**config.mk**
```make
export PLATFORM = sky130hd
export DESIGN_NAME = pwm_auto_shutdown_deadband
export DESIGN_NICKNAME = d
export VERILOG_FILES = /design/src/rtl/pwm_shutdown_pkg.sv /design/src/rtl/pwm_auto_shutdown_deadband.sv
export SDC_FILE = /design/constraint.sdc
export NUM_CORES = 1
export LEC_CHECK = 0
export BUFFER_PORTS_ARGS = -buffer_cell sky130_fd_sc_hd__buf_4
export CORE_AREA = 2 2 83 85
export DETAILED_ROUTE_END_ITERATION = 12
export DIE_AREA = 0 0 85 87
export HOLD_SLACK_MARGIN = 0.05
export PLACE_DENSITY = 0.83
export SYNTH_ARGS = -nofsm -noshare
export SYNTH_HDL_FRONTEND = slang
export SYNTH_SLANG_ARGS = --single-unit
export TNS_END_PERCENT = 5
```
**constraint.sdc**
```tcl
create_clock -name aclk -period 5.8 [get_ports aclk]
set_clock_uncertainty 0.1 [all_clocks]
set_input_delay 0.58 -clock aclk [delete_from_list [all_inputs] [get_ports aclk]]
set_output_delay 0.58 -clock aclk [all_outputs]
set_load 0.02 [all_outputs]
```
**src/rtl/pwm_shutdown_pkg.sv**
```systemverilog
// package: register map, field positions, reset values and timing for the pwm auto-shutdown block
// assumes a 32-bit axi4-lite register bus and a 25 MHz system clock
package pwm_shutdown_pkg;
   // ------------------------------------------------------------
   // register byte addresses
   // ------------------------------------------------------------
   localparam logic [3:0] addr_shutdown_ctrl = 4'h0;
   localparam logic [3:0] addr_pwm_ctrl      = 4'h4;
   localparam logic [3:0] addr_irq_status    = 4'h8;
   localparam logic [3:0] addr_irq_mask      = 4'hC;

   // ------------------------------------------------------------
   // field positions
   // ------------------------------------------------------------
   localparam int event_flag_bit   = 7;
   localparam int src_sel_hi       = 6;
   localparam int src_sel_lo       = 4;
   localparam int ac_state_hi      = 3;
   localparam int ac_state_lo      = 2;
   localparam int bd_state_hi      = 1;
   localparam int bd_state_lo      = 0;
   localparam int restart_en_bit   = 7;
   localparam int delay_hi         = 6;
   localparam int delay_lo         = 0;
   localparam int irq_shutdown_bit = 0;
   localparam int irq_restart_bit  = 1;

   // ------------------------------------------------------------
   // reset values
   // ------------------------------------------------------------
   localparam logic [7:0] shutdown_ctrl_reset = 8'h00;
   localparam logic [7:0] pwm_ctrl_reset      = 8'h00;
   localparam logic [1:0] irq_reset           = 2'h0;

   // ------------------------------------------------------------
   // axi responses and timing
   // ------------------------------------------------------------
   localparam logic [1:0] resp_okay   = 2'h0;
   localparam logic [1:0] resp_slverr = 2'h2;
   // one delay step is one instruction cycle of the pwm core, one sys clock here
   localparam int         delay_step_cycles = 1;
endpackage : pwm_shutdown_pkg

```
**src/rtl/pwm_auto_shutdown_deadband.sv**
```systemverilog
// pwm auto-shutdown and half-bridge dead-band stage with axi4-lite registers
// assumes the pwm core supplies pwm_raw and period_start on aclk; fault inputs are asynchronous
//
// The address map and the AXI4-Lite slave port were decided locally.
`timescale 1ns/100ps

// Operation
// RL1 - event flag bit 7 shows shutdown state
// RL2 - source select 000 disables auto-shutdown
// RL3 - 001/010/011 select comparator faults
// RL4 - 100..111 add low external pin fault
// RL5 - pair a/c shutdown: low, high, tristate
// RL6 - pair b/d shutdown: low, high, tristate
// RL7 - shutdown is level sensitive while fault present
// RL8 - flag writes ignored while fault persists
// RL9 - resume only at next pwm period start
// RL10 - auto restart only when restart enable set
// RL11 - auto restart clears flag when fault gone
// RL12 - dead-band delays only inactive-to-active edges
// RL13 - delay from pwm control low seven bits
// RL14 - event sets flag and forces pins
// RL15 - software writing one forces shutdown
// RL16 - without restart software clears flag
// RL17 - zero dead-band count adds no delay
// RL18 - fault inputs synchronised before flag update
module pwm_auto_shutdown_deadband
   import pwm_shutdown_pkg::*;
#(
   parameter int delay_width = 7
) (
   // clock and reset
   input  wire logic        aclk,
   input  wire logic        aresetn,
   // axi4-lite write address
   input  wire logic [3:0]  s_axi_awaddr,
   input  wire logic        s_axi_awvalid,
   output logic             s_axi_awready,
   // axi4-lite write data
   input  wire logic [31:0] s_axi_wdata,
   input  wire logic [3:0]  s_axi_wstrb,
   input  wire logic        s_axi_wvalid,
   output logic             s_axi_wready,
   // axi4-lite write response
   output logic [1:0]       s_axi_bresp,
   output logic             s_axi_bvalid,
   input  wire logic        s_axi_bready,
   // axi4-lite read address
   input  wire logic [3:0]  s_axi_araddr,
   input  wire logic        s_axi_arvalid,
   output logic             s_axi_arready,
   // axi4-lite read data
   output logic [31:0]      s_axi_rdata,
   output logic [1:0]       s_axi_rresp,
   output logic             s_axi_rvalid,
   input  wire logic        s_axi_rready,
   // pwm core
   input  wire logic        pwm_raw,
   input  wire logic        period_start,
   // fault sources
   input  wire logic        comparator_one,
   input  wire logic        comparator_two,
   input  wire logic        ext_fault_pin,
   // output pins, oe low while driving
   output logic             pwm_out_a,
   output logic             pwm_out_a_oe_n,
   output logic             pwm_out_b,
   output logic             pwm_out_b_oe_n,
   output logic             pwm_out_c,
   output logic             pwm_out_c_oe_n,
   output logic             pwm_out_d,
   output logic             pwm_out_d_oe_n,
   // interrupt
   output logic             irq
);

   // ------------------------------------------------------------
   // fault synchronisers
   // ------------------------------------------------------------
   logic [2:0] fault_meta_reg;
   logic [2:0] fault_sync_reg;

   always_ff @(posedge aclk) begin
      if (!aresetn) begin
         fault_meta_reg <= 3'h7;
         fault_sync_reg <= 3'h7;
      end else begin
         fault_meta_reg <= {ext_fault_pin, comparator_two, comparator_one};
         fault_sync_reg <= fault_meta_reg;                               // [RL18]
      end
   end

   wire cmp1_s = fault_sync_reg[0];
   wire cmp2_s = fault_sync_reg[1];
   // the pin fault is active low; reset value of 1 means no fault
   wire pin_fault_s = ~fault_sync_reg[2];
   // fault to pin latency is three clocks: two sync stages plus the output register

   // ------------------------------------------------------------
   // registers
   // ------------------------------------------------------------
   logic       event_flag_reg;
   logic [2:0] src_sel_reg;
   logic [1:0] ac_state_reg;
   logic [1:0] bd_state_reg;
   logic       restart_en_reg;
   logic [delay_width-1:0] delay_reg;
   logic [1:0] irq_status_reg;
   logic [1:0] irq_mask_reg;
   logic       running_reg;

   function automatic logic fault_select(input logic [2:0] sel, input logic c1, input logic c2, input logic pin);
      logic cmp;
      cmp = (sel[0] & c1) | (sel[1] & c2);                                // [RL3]
      fault_select = cmp | (sel[2] & pin);                                // [RL4]
   endfunction : fault_select

   // 000 yields no fault term at all, so auto-shutdown is off
   wire fault_active = fault_select(src_sel_reg, cmp1_s, cmp2_s, pin_fault_s); // [RL2] [RL7]

   // ------------------------------------------------------------
   // axi4-lite slave
   // ------------------------------------------------------------
   logic        aw_held_reg;
   logic        w_held_reg;
   logic [3:0]  awaddr_reg;
   logic [31:0] wdata_reg;
   logic [3:0]  wstrb_reg;

   // the write readies toggle while idle, so a waiting master is taken within two clocks
   // only byte lane 0 carries state; the other strobe lanes are ignored
   wire aw_take  = s_axi_awvalid & s_axi_awready;
   wire w_take   = s_axi_wvalid & s_axi_wready;
   wire aw_have  = aw_held_reg | aw_take;
   wire w_have   = w_held_reg | w_take;
   wire wr_fire  = aw_have & w_have & ~s_axi_bvalid;
   wire [3:0]  wr_addr = aw_held_reg ? awaddr_reg : s_axi_awaddr;
   wire [31:0] wr_data = w_held_reg ? wdata_reg : s_axi_wdata;
   wire        wr_lane0 = w_held_reg ? wstrb_reg[0] : s_axi_wstrb[0];
   wire        wr_ok   = (wr_addr == addr_shutdown_ctrl) | (wr_addr == addr_pwm_ctrl) |
                         (wr_addr == addr_irq_status) | (wr_addr == addr_irq_mask);
   wire wr_sd   = wr_fire & wr_lane0 & (wr_addr == addr_shutdown_ctrl);
   wire wr_pc   = wr_fire & wr_lane0 & (wr_addr == addr_pwm_ctrl);
   wire wr_is   = wr_fire & wr_lane0 & (wr_addr == addr_irq_status);
   wire wr_im   = wr_fire & wr_lane0 & (wr_addr == addr_irq_mask);

   always_ff @(posedge aclk) begin
      if (!aresetn) begin
         s_axi_awready <= 1'b0;
         s_axi_wready  <= 1'b0;
         aw_held_reg   <= 1'b0;
         w_held_reg    <= 1'b0;
         awaddr_reg    <= 4'h0;
         wdata_reg     <= 32'h0000_0000;
         wstrb_reg     <= 4'h0;
         s_axi_bvalid  <= 1'b0;
         s_axi_bresp   <= resp_okay;
      end else begin
         s_axi_awready <= ~aw_have & ~s_axi_awready;
         s_axi_wready  <= ~w_have & ~s_axi_wready;
         if (aw_take) begin
            awaddr_reg <= s_axi_awaddr;
         end
         if (w_take) begin
            wdata_reg <= s_axi_wdata;
            wstrb_reg <= s_axi_wstrb;
         end
         aw_held_reg <= aw_have & ~wr_fire;
         w_held_reg  <= w_have & ~wr_fire;
         if (wr_fire) begin
            s_axi_bvalid <= 1'b1;
            s_axi_bresp  <= wr_ok ? resp_okay : resp_slverr;
         end else if (s_axi_bready) begin
            s_axi_bvalid <= 1'b0;
         end
      end
   end

   wire [7:0] sd_view = {event_flag_reg, src_sel_reg, ac_state_reg, bd_state_reg};
   wire [7:0] pc_view = {restart_en_reg, delay_reg};
   wire rd_ok = (s_axi_araddr == addr_shutdown_ctrl) | (s_axi_araddr == addr_pwm_ctrl) |
                (s_axi_araddr == addr_irq_status) | (s_axi_araddr == addr_irq_mask);
   wire [31:0] rd_mux = (s_axi_araddr == addr_shutdown_ctrl) ? {24'h000000, sd_view} :
                        (s_axi_araddr == addr_pwm_ctrl)      ? {24'h000000, pc_view} :
                        (s_axi_araddr == addr_irq_status)    ? {30'h0, irq_status_reg} :
                        (s_axi_araddr == addr_irq_mask)      ? {30'h0, irq_mask_reg} : 32'h0000_0000;

   always_ff @(posedge aclk) begin
      if (!aresetn) begin
         s_axi_arready <= 1'b0;
         s_axi_rvalid  <= 1'b0;
         s_axi_rdata   <= 32'h0000_0000;
         s_axi_rresp   <= resp_okay;
      end else begin
         s_axi_arready <= s_axi_arvalid & ~s_axi_arready & ~s_axi_rvalid;
         if (s_axi_arvalid & s_axi_arready) begin
            s_axi_rvalid <= 1'b1;
            s_axi_rdata  <= rd_mux;
            s_axi_rresp  <= rd_ok ? resp_okay : resp_slverr;
         end else if (s_axi_rready) begin
            s_axi_rvalid <= 1'b0;
         end
      end
   end

   // ------------------------------------------------------------
   // shutdown flag and restart
   // ------------------------------------------------------------
   wire sw_flag_val = wr_data[event_flag_bit];
   // flag write is ignored while a fault persists; a one written is a shutdown source
   wire sw_set      = wr_sd & sw_flag_val;                                // [RL15]
   wire sw_clear    = wr_sd & ~sw_flag_val & ~fault_active;               // [RL8] [RL16]
   wire auto_clear  = restart_en_reg & ~fault_active & event_flag_reg;    // [RL10] [RL11]
   // set terms win over both clears, so a fault that meets a clear keeps the pins parked
   wire flag_next   = fault_active | sw_set |
                      (event_flag_reg & ~sw_clear & ~auto_clear);         // [RL14]

   always_ff @(posedge aclk) begin
      if (!aresetn) begin
         event_flag_reg <= shutdown_ctrl_reset[event_flag_bit];
         src_sel_reg    <= shutdown_ctrl_reset[src_sel_hi:src_sel_lo];
         ac_state_reg   <= shutdown_ctrl_reset[ac_state_hi:ac_state_lo];
         bd_state_reg   <= shutdown_ctrl_reset[bd_state_hi:bd_state_lo];
         restart_en_reg <= pwm_ctrl_reset[restart_en_bit];
         delay_reg      <= pwm_ctrl_reset[delay_hi:delay_lo];
         irq_mask_reg   <= irq_reset;
      end else begin
         event_flag_reg <= flag_next;                                     // [RL1]
         if (wr_sd) begin
            src_sel_reg  <= wr_data[src_sel_hi:src_sel_lo];
            ac_state_reg <= wr_data[ac_state_hi:ac_state_lo];
            bd_state_reg <= wr_data[bd_state_hi:bd_state_lo];
         end
         if (wr_pc) begin
            restart_en_reg <= wr_data[restart_en_bit];
            delay_reg      <= wr_data[delay_hi:delay_lo];                 // [RL13]
         end
         if (wr_im) begin
            irq_mask_reg <= wr_data[1:0];
         end
      end
   end

   // outputs stay parked after the flag drops until the pwm period begins
   always_ff @(posedge aclk) begin
      if (!aresetn) begin
         running_reg <= 1'b0;
      end else if (flag_next) begin
         running_reg <= 1'b0;
      end else if (period_start) begin
         running_reg <= 1'b1;                                             // [RL9]
      end
   end

   // ------------------------------------------------------------
   // interrupt status: set wins over write-one-to-clear
   // ------------------------------------------------------------
   // irq uses the next status so it rises in the same clock as the status bit
   wire [1:0] irq_events = {auto_clear, flag_next & ~event_flag_reg};
   wire [1:0] irq_wclr   = wr_is ? wr_data[1:0] : 2'h0;

   always_ff @(posedge aclk) begin
      if (!aresetn) begin
         irq_status_reg <= irq_reset;
         irq            <= 1'b0;
      end else begin
         irq_status_reg <= irq_events | (irq_status_reg & ~irq_wclr);
         irq            <= |((irq_events | (irq_status_reg & ~irq_wclr)) & irq_mask_reg);
      end
   end

   // ------------------------------------------------------------
   // half-bridge dead band
   // ------------------------------------------------------------
   // a is active on pwm high, b on pwm low; only the rising edge of each is delayed
   logic                   pwm_prev_reg;
   logic [delay_width-1:0] dead_cnt_reg;
   logic                   a_gate_reg;
   logic                   b_gate_reg;

   // step size is a package constant taken off the count each clock, so a larger value shortens the delay
   wire edge_seen = pwm_raw ^ pwm_prev_reg;
   wire dead_done = (dead_cnt_reg == '0);
   wire zero_dly  = (delay_reg == '0);                                     // [RL17]
   // an edge during the count restarts it, so a pulse shorter than the delay never turns a switch on

   always_ff @(posedge aclk) begin
      if (!aresetn) begin
         pwm_prev_reg <= 1'b0;
         dead_cnt_reg <= '0;
         a_gate_reg   <= 1'b0;
         b_gate_reg   <= 1'b0;
      end else begin
         pwm_prev_reg <= pwm_raw;
         if (edge_seen) begin
            dead_cnt_reg <= zero_dly ? '0 : delay_reg - delay_width'(delay_step_cycles); // [RL12] [RL13]
            a_gate_reg   <= pwm_raw & zero_dly;
            b_gate_reg   <= ~pwm_raw & zero_dly;
         end else if (!dead_done) begin
            dead_cnt_reg <= dead_cnt_reg - delay_width'(delay_step_cycles);
         end else begin
            a_gate_reg <= pwm_raw;
            b_gate_reg <= ~pwm_raw;
         end
      end
   end

   // ------------------------------------------------------------
   // pin forcing
   // ------------------------------------------------------------
   function automatic logic [1:0] park(input logic [1:0] st);
      // returns {oe_n, level}: 1x releases the pin, else drive bit 0
      park = st[1] ? 2'b10 : {1'b0, st[0]};
   endfunction : park

   // a running pair is always driven; only a parked pair may be released
   wire parked = flag_next | ~running_reg;
   wire [1:0] ac_pin = parked ? park(ac_state_reg) : {1'b0, 1'b0};        // [RL5]
   wire [1:0] bd_pin = parked ? park(bd_state_reg) : {1'b0, 1'b0};        // [RL6]

   // forcing registers the next-cycle flag so it lands at the same edge as the flag
   always_ff @(posedge aclk) begin
      if (!aresetn) begin
         pwm_out_a      <= 1'b0;
         pwm_out_c      <= 1'b0;
         pwm_out_b      <= 1'b0;
         pwm_out_d      <= 1'b0;
         pwm_out_a_oe_n <= 1'b1;
         pwm_out_c_oe_n <= 1'b1;
         pwm_out_b_oe_n <= 1'b1;
         pwm_out_d_oe_n <= 1'b1;
      end else begin
         pwm_out_a      <= parked ? ac_pin[0] : a_gate_reg;               // [RL14]
         pwm_out_c      <= parked ? ac_pin[0] : a_gate_reg;
         pwm_out_b      <= parked ? bd_pin[0] : b_gate_reg;
         pwm_out_d      <= parked ? bd_pin[0] : b_gate_reg;
         pwm_out_a_oe_n <= ac_pin[1];
         pwm_out_c_oe_n <= ac_pin[1];
         pwm_out_b_oe_n <= bd_pin[1];
         pwm_out_d_oe_n <= bd_pin[1];
      end
   end

endmodule : pwm_auto_shutdown_deadband

```
==> results.tsv <==
stage	metric	value	unit
critical_path	cpPeakStageDelay	0.77	ns
critical_path	crit_buf_inv	0	
pwr	irDropWorstVdd	0.000179	V
clock_network	cts-buffers-inserted	9	
pwr	power_frac_comb	15.8	%
die	ios	106	
global_route	grt_first_pass_wirelength	11500	um
critical_path	path_cells	or3b_1, a211o_1, nor3_2, nand2_1, o211a_1	
global_route	overflow	0	
cells_and_area	final-seq-area	0.00144	sq mm
logic_synthesis	synth_flop_cell	dfxtp_1	
pwr	clock_power_share	37.6	%
clock_network	clock-sinks	72	
cells_and_area	layout_commonest_cell	dfxtp_1	
cells_and_area	final_layout_size_suffix_gt1_share	19.4	%
timing	slew_headroom	39.9	%
cells_and_area	antenna_cells	0	
timing	finalSetupViolCount	0	
cells_and_area	final_util	60.8	%
clock_network	cts_tree	built	
global_route	grt_max_degree	77	
timing	hold_viol_final	0	
cells_and_area	synthToLayoutAreaGrowth	14.7	%
timing	fmax	382	MHz
global_route	grt_pass1_vias	2537	
clock_network	postCtsSetupBuffers	0	
logic_synthesis	syn_avg_cell_area	8.99	sq um
global_route	antenna_found_initial	0	
pwr	p_int	0.000837	W
critical_path	required	5.95	ns
drt	drt_wl_total	6980	um
timing	slew_viol_final	0	
critical_path	cp_max_fo	14	
pwr	p_leak	1.76	nW
placement	portBuffers	52	
pwr	power.density	291	mW/mm^2
die	start_util	53.0	%
critical_path	cpMaxStageDelayCell	nor3_2	
timing	worst-slew-pin-transition	0.896	ns
logic_synthesis	ys_types	50	
drt	num_vias	2791	
critical_path	cp.arrival	2.77	ns
logic_synthesis	ys_async_sr_fraction	0	%
timing	period_needed	2.62	ns
critical_path	cp-start-kind	register	
pwr	swShare	28.1	%
clock_network	cts_hold_buf	0	
logic_synthesis	synth_seq_cells	72	
die	core	0.00657	sq mm
drt	routed_via_density	5.44	
drt	first_iter_violations	208	
clock_network	cts_max_path_buffers	2	
clock_network	clk_pin_slew	0.08	ns
timing	rsz0062_at_grt	false	
logic_synthesis	ys_warn_count	0	
critical_path	end_kind	register	
drt	wl_per_cell	13.6	um
logic_synthesis	synth_edf_count	0	
clock_network	cts.htree.levels	3	
min_path	hold_class	input port to register	
drt	detail-route-antenna-nets	0	
die	dieHeight	87	um
cells_and_area	multiInputGateArea	0.00179	sq mm
cells_and_area	fill_cells	568	
critical_path	cp_top_family	simple AND/OR/NAND/NOR gates	
drt	drcViolationCount	0	
pwr	p_seq_share	46.6	%
logic_synthesis	netlist_instances	387	
clock_network	cts_resized	0	
placement	gp_congestion	0.819	
flow_run	maxCapViolCount	0	
logic_synthesis	syn_area	0.00348	sq mm
drt	dr.pass1.iters	4	
die	dieArea	0.00740	sq mm
clock_network	clk_latency	0.35	ns
cells_and_area	final_cell_mix	dfxtp_1, buf_4, nand2_1	
timing	fin_crit_sh	45.1	%
placement	dp_hpwl	4910	um
logic_synthesis	synth_seq_area_share	41.4	%
die	rows	30	
run_status	status	completed	
cells_and_area	nets	487	
die	die_w	85	um
timing	tns	0	ns
global_route	grt_usage	19.3	%
critical_path	path_class	register to register	
clock_network	cts_root_buf	clkbuf_8	
pwr	p_switching	0.000326	W
-- power groups by stage --
stage / logic (W) / clock network (W) / registers [W]
floorplan: 0.000146 / 0 / 0.000550
finish: 0.000183 / 0.000437 / 0.000542
detailed placement: 0.000182 / 0 / 0.000553
CTS: 0.000183 / 0.000444 / 0.000542
global route: 0.000202 / 0.000471 / 0.000546
global placement: 0.000175 / 0 / 0.000551
-- cells by family (layout without fill, tap and decap cells) --
logic type	Yosys count	count (layout)	share of synthesized area (%)
compound gates	88	88	18.7
xor+xnor	9	9	2.26
fa+ha+maj	3	3	1.08
buf+inv	62	83	9.99
flops	72	72	41.4
mux	20	20	6.51
other cells	1	26	0.108
simple gates	132	132	20.0
-- path summary, 6_finish.rpt --
path	depth (start not counted)	from	endpoint	slack, ns
worst max register to register	5	aw_held_reg	bd_state_reg[1]	3.18
worst min-delay path	2	comparator_two	fault_meta_reg[1]	0.31
worst max-delay path	5	aw_held_reg	bd_state_reg[1]	3.18
worst min register to register	1	fault_meta_reg[2]	fault_sync_reg[2]	0.31
-- through the flow --
step | power (W) | cell area [sq um] | hold slack, ns | cells | worst slack, ns
after floorplan | 0.000696 | 3570 | 0.286 | 412 | 3.43
after global placement | 0.000727 | 3770 | 0.295 | 497 | 3.09
after detailed placement | 0.000735 | 3770 | 0.296 | 497 | 2.99
after CTS | 0.00117 | 3990 | 0.296 | 513 | 3.17
after global routing | 0.00122 | 3990 | 0.298 | 513 | 2.99
final | 0.00116 | 3990 | 0.309 | 513 | 3.18
-- routing by layer --
metal	wire length (um)	GRT usage (%)	vias up
met3	519	5.40	6
met5	0	0	-
li1	-	-	1381
met4	95	8.08	0
met1	3140	24.8	1301
met2	3220	30.8	103
-- cell usage after synthesis (13+ instances only) --
master    count  share of area [%]
dfxtp_1      72                 41
nand2_1      49                5.3
buf_4        30                6.5
a21boi_0     19                4.1
mux2i_1      17                4.9
a21oi_1      16                2.3
inv_1        15                1.6
nand3_1      15                2.2
o211a_1      15                4.3
o21ai_0      14                2.0
clkbuf_1     13                1.4
-- layout make-up --
cell class,instances,share of cell area [%]
timing repair buffer,52,9.78
clock buffer,9,3.10
multi-input combinational,278,44.7
clock inverter,7,2.38
sequential,72,36.1
inverter,15,1.41
tap,80,2.51
(Power assumes the default switching activity.)
